**config.mk**
```make
export PLATFORM = sky130hd
export DESIGN_NAME = spsc_pin_state
export DESIGN_NICKNAME = d
export VERILOG_FILES = /design/src/logic/spsc_pkg.sv /design/src/logic/spsc_pin_state.sv /design/src/logic/spsc_sync.sv
export VERILOG_INCLUDE_DIRS = /design/src /design/src/logic
export SDC_FILE = /design/constraint.sdc
export NUM_CORES = 1
export LEC_CHECK = 0
export BUFFER_PORTS_ARGS = -buffer_cell sky130_fd_sc_hd__buf_2
export CORE_MARGIN = 1.5
export CORE_UTILIZATION = 54
export DETAILED_ROUTE_END_ITERATION = 8
export MAX_ROUTING_LAYER = met4
export PLACE_DENSITY = 0.91
export SLEW_MARGIN = 10
export SYNTH_ARGS = -nofsm -noshare
export SYNTH_HDL_FRONTEND = slang
export SYNTH_SLANG_ARGS = --single-unit
export TNS_END_PERCENT = 100
```
**constraint.sdc**
```tcl
create_clock -name clk -period 6.9 [get_ports clk]
set_clock_uncertainty 0.1 [all_clocks]
set_input_delay 1.38 -clock clk [delete_from_list [all_inputs] [get_ports clk]]
set_output_delay 1.38 -clock clk [all_outputs]
set_load 0.02 [all_outputs]
```
**src/logic/spsc_regs.svh**
```systemverilog
// Constants for the standby pin-state control block
`ifndef SPSC_REGS_SVH
`define SPSC_REGS_SVH
`define SPSC_NUM_PINS 8
`define SPSC_FLOAT_RESET 1'b0
`define SPSC_BLOCKED_LEVEL 1'b0
`endif

```
**src/logic/spsc_pkg.sv**
```systemverilog
// Types for the standby pin-state control block
`default_nettype none
package spsc_pkg;
    typedef enum logic [2:0] {
        SPSC_MODE_NORMAL,
        SPSC_MODE_SLEEP,
        SPSC_MODE_STOP,
        SPSC_MODE_WATCH,
        SPSC_MODE_RESET
    } spsc_mode_t;
    typedef enum logic [1:0] {
        SPSC_FN_PORT,
        SPSC_FN_OSC,
        SPSC_FN_RESET
    } spsc_fn_t;
endpackage : spsc_pkg
`default_nettype wire

```
**src/logic/spsc_pin_state.sv**
```systemverilog
// Per-pin drive and input-gate control across power modes
`timescale 1ns/1ps
`default_nettype none
`include "spsc_regs.svh"
// Functional notes
// Reset-function pin is reset input always
// Oscillator pins Hi-Z in stop/watch
// Float 0: hold output, block input
// Float 1: output Hi-Z, block input
// Reset: Hi-Z, input enabled, value unused
// Sleep behaves exactly like normal
// Float 1 overrides direction on entry
// Blocked input presents constant low
// Mode registered; controls update next cycle
module spsc_pin_state #(
    parameter int NUM_PINS = `SPSC_NUM_PINS
) (
    input wire logic clk,
    input wire logic reset,
    input wire spsc_pkg::spsc_mode_t power_mode,
    input wire logic standby_pin_float,
    input wire logic [2*NUM_PINS-1:0] pin_function,
    input wire logic [NUM_PINS-1:0] port_out,
    input wire logic [NUM_PINS-1:0] port_dir,
    input wire logic [NUM_PINS-1:0] pad_in,
    output logic [NUM_PINS-1:0] pad_out,
    output logic [NUM_PINS-1:0] pad_oe,
    output logic [NUM_PINS-1:0] pad_ie,
    output logic [NUM_PINS-1:0] port_in,
    output logic [NUM_PINS-1:0] osc_in_en,
    output logic [NUM_PINS-1:0] reset_in_en,
    output logic pin_reset_req
);
    import spsc_pkg::*;

    // Two code bits a pin; beyond 32 pins the function bus grows unwieldy
    if (NUM_PINS < 1 || NUM_PINS > 32) begin : g_bad_pins
        $error("NUM_PINS out of range");
    end

    spsc_mode_t mode_q;
    logic float_q;
    logic [NUM_PINS-1:0] sync_in;
    logic [NUM_PINS-1:0] hold_out_q;
    logic [NUM_PINS-1:0] hold_oe_q;
    logic [NUM_PINS-1:0] pad_out_d;
    logic [NUM_PINS-1:0] pad_oe_d;
    logic [NUM_PINS-1:0] pad_ie_d;
    logic [NUM_PINS-1:0] port_in_d;
    logic [NUM_PINS-1:0] osc_d;
    logic [NUM_PINS-1:0] rst_d;
    logic [NUM_PINS-1:0] osc_pins;
    logic [NUM_PINS-1:0] rst_pins;
    logic [NUM_PINS-1:0] port_pins;

    // Function code of one pin
    function automatic spsc_fn_t fn_of(input logic [2*NUM_PINS-1:0] f, input int i);
        fn_of = spsc_fn_t'(f[2*i +: 2]);
    endfunction : fn_of

    // True in the two deep standby modes
    function automatic logic is_standby(input spsc_mode_t m);
        is_standby = (m == SPSC_MODE_STOP) || (m == SPSC_MODE_WATCH);
    endfunction : is_standby

    // Pin kinds decoded once for the checks below; code 3 counts as a port
    always_comb begin
        for (int i = 0; i < NUM_PINS; i++) begin
            osc_pins[i] = (fn_of(pin_function, i) == SPSC_FN_OSC);
            rst_pins[i] = (fn_of(pin_function, i) == SPSC_FN_RESET);
            port_pins[i] = !osc_pins[i] && !rst_pins[i];
        end
    end

    spsc_sync #(.WIDTH(NUM_PINS)) u_sync (
        .clk(clk),
        .reset(reset),
        .async_in(pad_in),
        .sync_out(sync_in)
    );

    // Mode and float setting registered before use
    always_ff @(posedge clk or posedge reset) begin
        if (reset) begin
            mode_q <= SPSC_MODE_RESET;
            float_q <= `SPSC_FLOAT_RESET;
        end else begin
            mode_q <= power_mode;
            float_q <= standby_pin_float;
        end
    end

    // Snapshot of drive state, frozen while in standby so it can be held
    always_ff @(posedge clk or posedge reset) begin
        if (reset) begin
            hold_out_q <= '0;
            hold_oe_q <= '0;
        end else if (!is_standby(mode_q)) begin
            hold_out_q <= port_out;
            hold_oe_q <= port_dir;
        end
    end

    // Per-pin decision
    always_comb begin
        for (int i = 0; i < NUM_PINS; i++) begin
            pad_out_d[i] = 1'b0;
            pad_oe_d[i] = 1'b0;
            pad_ie_d[i] = 1'b0;
            port_in_d[i] = `SPSC_BLOCKED_LEVEL;
            osc_d[i] = 1'b0;
            rst_d[i] = 1'b0;
            if (fn_of(pin_function, i) == SPSC_FN_RESET) begin
                pad_ie_d[i] = 1'b1;
                rst_d[i] = 1'b1;
            end else if (fn_of(pin_function, i) == SPSC_FN_OSC) begin
                // Oscillator keeps running through sleep only
                osc_d[i] = !is_standby(mode_q) && mode_q != SPSC_MODE_RESET;
            end else begin
                unique case (mode_q)
                    SPSC_MODE_NORMAL, SPSC_MODE_SLEEP: begin
                        pad_out_d[i] = port_out[i];
                        pad_oe_d[i] = port_dir[i];
                        pad_ie_d[i] = 1'b1;
                        port_in_d[i] = sync_in[i];
                    end
                    SPSC_MODE_STOP, SPSC_MODE_WATCH: begin
                        if (!float_q) begin
                            pad_out_d[i] = hold_out_q[i];
                            pad_oe_d[i] = hold_oe_q[i];
                        end else begin
                            // Float 1 forces oe low whatever the direction says
                            pad_oe_d[i] = 1'b0;
                        end
                    end
                    SPSC_MODE_RESET: begin
                        pad_ie_d[i] = 1'b1;
                    end
                    default: begin
                    end
                endcase
            end
        end
    end

    // Pad controls from flip-flops, one cycle after mode register
    always_ff @(posedge clk or posedge reset) begin
        if (reset) begin
            pad_out <= '0;
            pad_oe <= '0;
            pad_ie <= '1;
            port_in <= '0;
            osc_in_en <= '0;
            reset_in_en <= '0;
        end else begin
            pad_out <= pad_out_d;
            pad_oe <= pad_oe_d;
            pad_ie <= pad_ie_d;
            port_in <= port_in_d;
            osc_in_en <= osc_d;
            reset_in_en <= rst_d;
        end
    end

    // Reset request from any reset-function pin held low
    always_ff @(posedge clk or posedge reset) begin
        if (reset) begin
            pin_reset_req <= 1'b0;
        end else begin
            pin_reset_req <= |(reset_in_en & ~sync_in);
        end
    end

    a_standby_block: assert property (@(posedge clk) disable iff (reset)
        is_standby(mode_q) |=> (port_in == '0))
        else $error("input not blocked in standby");

    a_float_hiz: assert property (@(posedge clk) disable iff (reset)
        (is_standby(mode_q) && float_q) |=> (pad_oe == '0))
        else $error("pad driven with float set");

    a_hold_state: assert property (@(posedge clk) disable iff (reset)
        (is_standby(mode_q) && !float_q && $stable(mode_q)) |=> $stable(pad_oe))
        else $error("drive not held in standby");

    a_standby_ie_off: assert property (@(posedge clk) disable iff (reset)
        is_standby(mode_q) |=> ((pad_ie & $past(port_pins)) == '0))
        else $error("port input buffer on in standby");

    a_reset_mode: assert property (@(posedge clk) disable iff (reset)
        (mode_q == SPSC_MODE_RESET && pin_function == '0)
        |=> (pad_oe == '0 && pad_ie == '1 && port_in == '0))
        else $error("reset mode pad state wrong");

    a_sleep_same: assert property (@(posedge clk) disable iff (reset)
        (mode_q == SPSC_MODE_SLEEP && pin_function == '0) |=> (pad_oe == $past(port_dir)))
        else $error("sleep differs from normal");

    a_mode_latency: assert property (@(posedge clk) disable iff (reset)
        (power_mode == SPSC_MODE_NORMAL && pin_function == '0)
        ##1 (power_mode == SPSC_MODE_STOP && standby_pin_float)
        ##1 (pin_function == '0) |=> (pad_oe == '0))
        else $error("controls late after mode change");

    a_osc_standby: assert property (@(posedge clk) disable iff (reset)
        is_standby(mode_q) |=> (osc_in_en == '0))
        else $error("oscillator enabled in standby");

    a_osc_pad_off: assert property (@(posedge clk) disable iff (reset)
        (|osc_pins) |=> (((pad_oe | pad_ie) & $past(osc_pins)) == '0))
        else $error("oscillator pad buffer enabled");

    a_reset_pin: assert property (@(posedge clk) disable iff (reset)
        (|rst_pins) |=> ((reset_in_en & pad_ie & $past(rst_pins)) == $past(rst_pins)))
        else $error("reset pin lost its function");

    a_reset_req_idle: assert property (@(posedge clk) disable iff (reset)
        (reset_in_en == '0) |=> !pin_reset_req)
        else $error("reset request without a reset pin");
endmodule : spsc_pin_state
`default_nettype wire

```
**src/logic/spsc_sync.sv**
```systemverilog
// Two-stage synchroniser for the pad inputs
`timescale 1ns/1ps
`default_nettype none
module spsc_sync #(
    parameter int WIDTH = 8
) (
    input wire logic clk,
    input wire logic reset,
    input wire logic [WIDTH-1:0] async_in,
    output logic [WIDTH-1:0] sync_out
);
    logic [WIDTH-1:0] meta_q;

    // A zero-width synchroniser has nothing to carry
    if (WIDTH < 1) begin : g_bad_width
        $error("WIDTH must be at least 1");
    end

    // First stage is read only by the second
    always_ff @(posedge clk or posedge reset) begin
        if (reset) begin
            meta_q <= '0;
            sync_out <= '0;
        end else begin
            meta_q <= async_in;
            sync_out <= meta_q;
        end
    end
endmodule : spsc_sync
`default_nettype wire

```
# ---- After elaboration in Yosys (flattened, before gate mapping)
# Index checks and enable logic that the tools add are counted.
dict set report totals {
  wordCells 173
  n_memories 0
  mem_bits_ro 0
  output_inout_bits 49
  latchBits 0
  ramBits 0
  register_bits 85
  inputBits 46
}
dict set report op_classes {
  eq_ne 21
  reduce_logical 8
  multipliers 0
  n_shift 0
  muxes 129
  magnitude_cmp 0
  div_mod_pow 0
  n_addsub 0
  n_bitwise 2
}
# op count
set ops {}
lappend ops {{$mux W1} 113}
lappend ops {{$pmux W1 S2} 16}
lappend ops {{$eq A2 B1 Y1 const B} 8}
lappend ops {{$eq A2 B2 Y1 const B} 8}
lappend ops {{$and A8 B8 Y8} 1}
lappend ops {{$not A8 Y8} 1}
lappend ops {{$reduce_or A8 Y1} 1}
lappend ops {{$eq A3 B2 Y1 const B} 2}
lappend ops {{$reduce_or A2 Y1} 2}
lappend ops {{$eq A3 B1 Y1 const B} 1}
lappend ops {{$eq A3 B3 Y1 const B} 1}
lappend ops {{$logic_not A3 Y1} 1}
lappend ops {{$ne A3 B3 Y1 const B} 1}
lappend ops {{$reduce_or A3 Y1} 1}
lappend ops {{$logic_and A1 B1 Y1} 1}
lappend ops {{$logic_not A1 Y1} 1}
lappend ops {{$logic_or A1 B1 Y1} 1}

# ---- Depth between registers and ports, before layout
dict set report logic_depth {
  word_depth 6
  ltp_mapped 4
  mapped_depth_nobuf 3
}

# ---- By module
# A second synthesis with hierarchy kept.
dict set report hier_totals {
  hier_cells 233
  area_unflattened_um2 3129.3
}
# mod n_inst area_each_um2 seq_area_each_um2 cells_per_inst
set by_module_without_submodules {}
lappend by_module_without_submodules {spsc_pin_state 1 2725.1 1737.9 216}
lappend by_module_without_submodules {spsc_sync 1 404.1 400.4 17}

# ---- Worst setup path before layout
# No wires, ideal clock.
dict set report synth_timing {
  kind {register to output}
  startpoint {reg pad_ie[0]}
  endpoint {out pad_ie[0]}
  setup_slack_ps 4866
  required_time_ps 5420
  stages_incl_launch_ff 1
  path_buffers 0
  t_arrival_ps 554
  path_cell_list {dfstp_2}
}
# element line_no
set synth_rtl {}
lappend synth_rtl {{start, declared} spsc_pin_state.sv:28} ;# output logic [NUM_PINS-1:0] pad_ie,
lappend synth_rtl {{start signal, assigned} spsc_pin_state.sv:158} ;# pad_ie <= pad_ie_d;
# No word-level cell between the ends.

# ---- Final worst setup path
dict set report layout_timing {
  startpoint {reg pad_ie[5]}
  endpoint {out pad_ie[5]}
}
# No word-level cell between the ends.

==> results.py <==
metrics = {
    "routing": {
        "drt_drc_violations_left": 0,
        "ant_nets": 0,
        "wl_per_cell_um": 14.4,
        "vias": 1989,
        "drt_pass1_iterations": 4,
        "wirelength_mm": 5.91,
        "drt_iter0_markers": 68,
        "drt-vias-per-instance": 4.86,
    },
    "yosys": {
        "synth_area_leader_cell": "dfrtp_1",
        "synth.top_cell.area_share_pct": 60.8,
        "synth_nets": 277,
        "synthCells": 231,
        "ys_seq_area_share_pct": 68.3,
        "synth_cell_types": 21,
        "synth_area_leaders": "dfrtp_1, dfstp_2, mux2_4",
        "synth_seq_cells": 85,
        "avgSynthCellArea_um2": 13.5,
        "synth_warnings": 0,
        "netlist_area_um2": 3130,
    },
    "power_and_ir_drop": {
        "intPower_uw": 756,
        "power_switching_uw": 248,
        "clockPowerShare_pct": 34.3,
        "combPwrFrac_pct": 11.7,
        "p_sw_share_pct": 24.7,
        "p_per_area_nw_per_um2": 260,
        "p_leak_uw": 0.00199,
        "seqPwrFrac_pct": 53.9,
        "ir_drop_mv": 0.155,
    },
    "clock_tree": {
        "hold_buffers": 0,
        "cts_setup_buffers": 0,
        "numClockSinks": 85,
        "clk_latency_ps": 330,
        "clk_pin_slew_ps": 80,
        "ctsHtreeMaxLevel": 3,
        "ctsResizeCount": 0,
        "tritoncts": "built",
        "cts_made_buffers": 9,
        "clockRootBuffer": "clkbuf_8",
        "clockBufferDepth": 2,
    },
    "die": {
        "fp.dieH_um": 79.1,
        "core_um2": 5540,
        "std_cell_rows": 27,
        "initial_core_util_pct": 56.5,
        "die_area_um2": 6260,
        "die_w_um": 79.1,
        "io-pin-count": 95,
    },
    "sta": {
        "tightest_slew_ps": 1070,
        "slew_headroom_pct": 28.5,
        "hold_ws_ps": 251,
        "post-route-period-util_pct": 36.3,
        "setup_violations": 0,
        "drv_slew": 0,
        "rsz0062_at_grt": "no",
        "fmaxAchievable_mhz": 400,
        "finalHoldViolations": 0,
        "post-route-min-period_ps": 2500,
        "setup-tns-final_ps": 0,
    },
    "global_route": {
        "overflow": 0,
        "grt_max_degree": 86,
        "grt_pass1_vias": 2021,
        "antenna_found_initial": 0,
        "grt_pass1_wl_mm": 9.52,
        "grt_use_total_pct": 21.3,
    },
    "critical_path": {
        "required_ps": 5420,
        "critPathBufInv": 1,
        "end_kind": "primary output",
        "worstSetupPathType": "reg2out",
        "crit_path_top_delay_cell": "dfstp_2",
        "cp_top_family": "flip-flops",
        "slowest_delay_ps": 540,
        "crit_arrival_ps": 1020,
        "cp_cell_sequence": "buf_2",
        "worst-path-max-fanout": 1,
        "critical_path.startpoint_type": "flop",
    },
    "status": {
        "status": "finished, final reports clean",
    },
    "placed_design": {
        "gp_congestion": 0.800,
        "dp_hpwl_mm": 4.20,
        "port_buffers": 94,
    },
    "flow_run": {
        "cap_viol_max_count": 0,
    },
    "cells_and_area": {
        "syn2layout_area_growth_pct": 23.6,
        "final_nets": 378,
        "drive_gt1_share_pct": 41.2,
        "antenna_cells": 0,
    },
    "worst_hold_path": {
        "hold_class": "reg2reg",
    },
}
metal layers:
layer / share of wire [%] / global-route usage, % / vias to the layer above
met2: 51 / 33.6 / 69
met3: 4.9 / 4.37 / 11
met5: 0 / - / -
met4: 2.1 / 10.5 / 0
met1: 41 / 26.5 / 948
li1: - / - / 961
power groups by stage:
stage	registers, µW	clock network [µW]	logic, µW
3_3_place_gp	550	0	115
4_1_cts	542	351	119
5_1_grt	545	376	129
6_report	542	345	118
2_1_floorplan	569	0	54.4
3_5_place_dp	552	0	118
through the flow:
stage | cells | area (µm²) | utilization [%] | power [µW] | worst slack, ps
finish | 409 | 3870 | 69.8 | 1000 | 4400
global route | 409 | 3870 | 69.8 | 1050 | 4360
CTS | 409 | 3870 | 69.8 | 1010 | 4380
detailed placement | 393 | 3660 | 66.1 | 670 | 4390
global placement | 393 | 3660 | 66.1 | 665 | 4420
floorplan | 231 | 3130 | - | 624 | 3240
layout make-up:
type                            count  area, µm²
Tap cell                           72       90.1
Fill cell                         399       1670
Inverter                           17       65.1
Clock inverter                      5       60.1
Multi-Input combinational cell    123        886
Clock buffer                       11        141
Sequential cell                    85       2140
Timing Repair Buffer               96        485
kinds of logic (layout without fill, tap and decap cells):
family	after synthesis	count (layout)	synth area share, %
AO/OA/AOI/OAI	22	22	3.92
XOR/XNOR	8	8	2.24
adder cells (fa/ha/maj)	8	8	2.56
buffers and inverters	23	129	3.36
flip-flops	85	85	68.3
multiplexers	16	16	6.96
AND/OR/NAND/NOR	69	69	12.6
synth_stat cells:
cell      number
a21oi_1       16
a21oi_2        1
and3_1         8
buf_2          3
buf_6          2
clkbuf_1       1
dfrtp_1       76
dfstp_2        9
inv_1         17
maj3_1         8
mux2_2         6
mux2_4        10
nand2b_1      14
nand3b_1       4
nor2_1        13
nor2b_1       21
nor3_1         8
o21ai_2        1
o22ai_1        4
or4_1          1
xnor2_1        8
flip-flops by register name, indices dropped and copies added, names as in the netlist:
register and cells:
hold_oe_q 8, u_sync.sync_out 8, pad_oe 8, float_q 1
pin_reset_req 1, reset_in_en 8, hold_out_q 8, u_sync.meta_q 8
pad_ie 8, pad_out 8, mode_q 3, port_in 8
osc_in_en 8
cell usage in the layout (no fill, tap or decap), types with 6 or more instances in the layout:
master,synthesis,final
inv_1,17,16
mux2_4,10,10
dfrtp_1,76,76
buf_2,3,94
a21oi_1,16,16
nor2_1,13,13
mux2_2,6,6
clkbuf_8,0,10
nor3_1,8,8
and3_1,8,8
dfstp_2,9,9
maj3_1,8,8
nor2b_1,21,21
xnor2_1,8,8
nand2b_1,14,14
final timing paths:
kind | to | from | slack (ps) | cells past startpoint
max in group asynchronous | hold_out_q[7]$_DFFE_PP0P_ | reset | 4830 | 3
hold reg to reg | u_sync.sync_out[5]$_DFF_PP0_ | u_sync.meta_q[5]$_DFF_PP0_ | 250 | 0
hold / removal | u_sync.sync_out[5]$_DFF_PP0_ | u_sync.meta_q[5]$_DFF_PP0_ | 250 | 0
min in group asynchronous | osc_in_en[3]$_DFF_PP0_ | reset | 1240 | 3
setup reg to reg | osc_in_en[7]$_DFF_PP0_ | mode_q[2]$_DFF_PP1_ | 4650 | 3
setup / recovery | pad_ie[5] | pad_ie[5]$_DFF_PP1_ | 4400 | 1
Note: power is estimated with default switching activity, not from simulation.
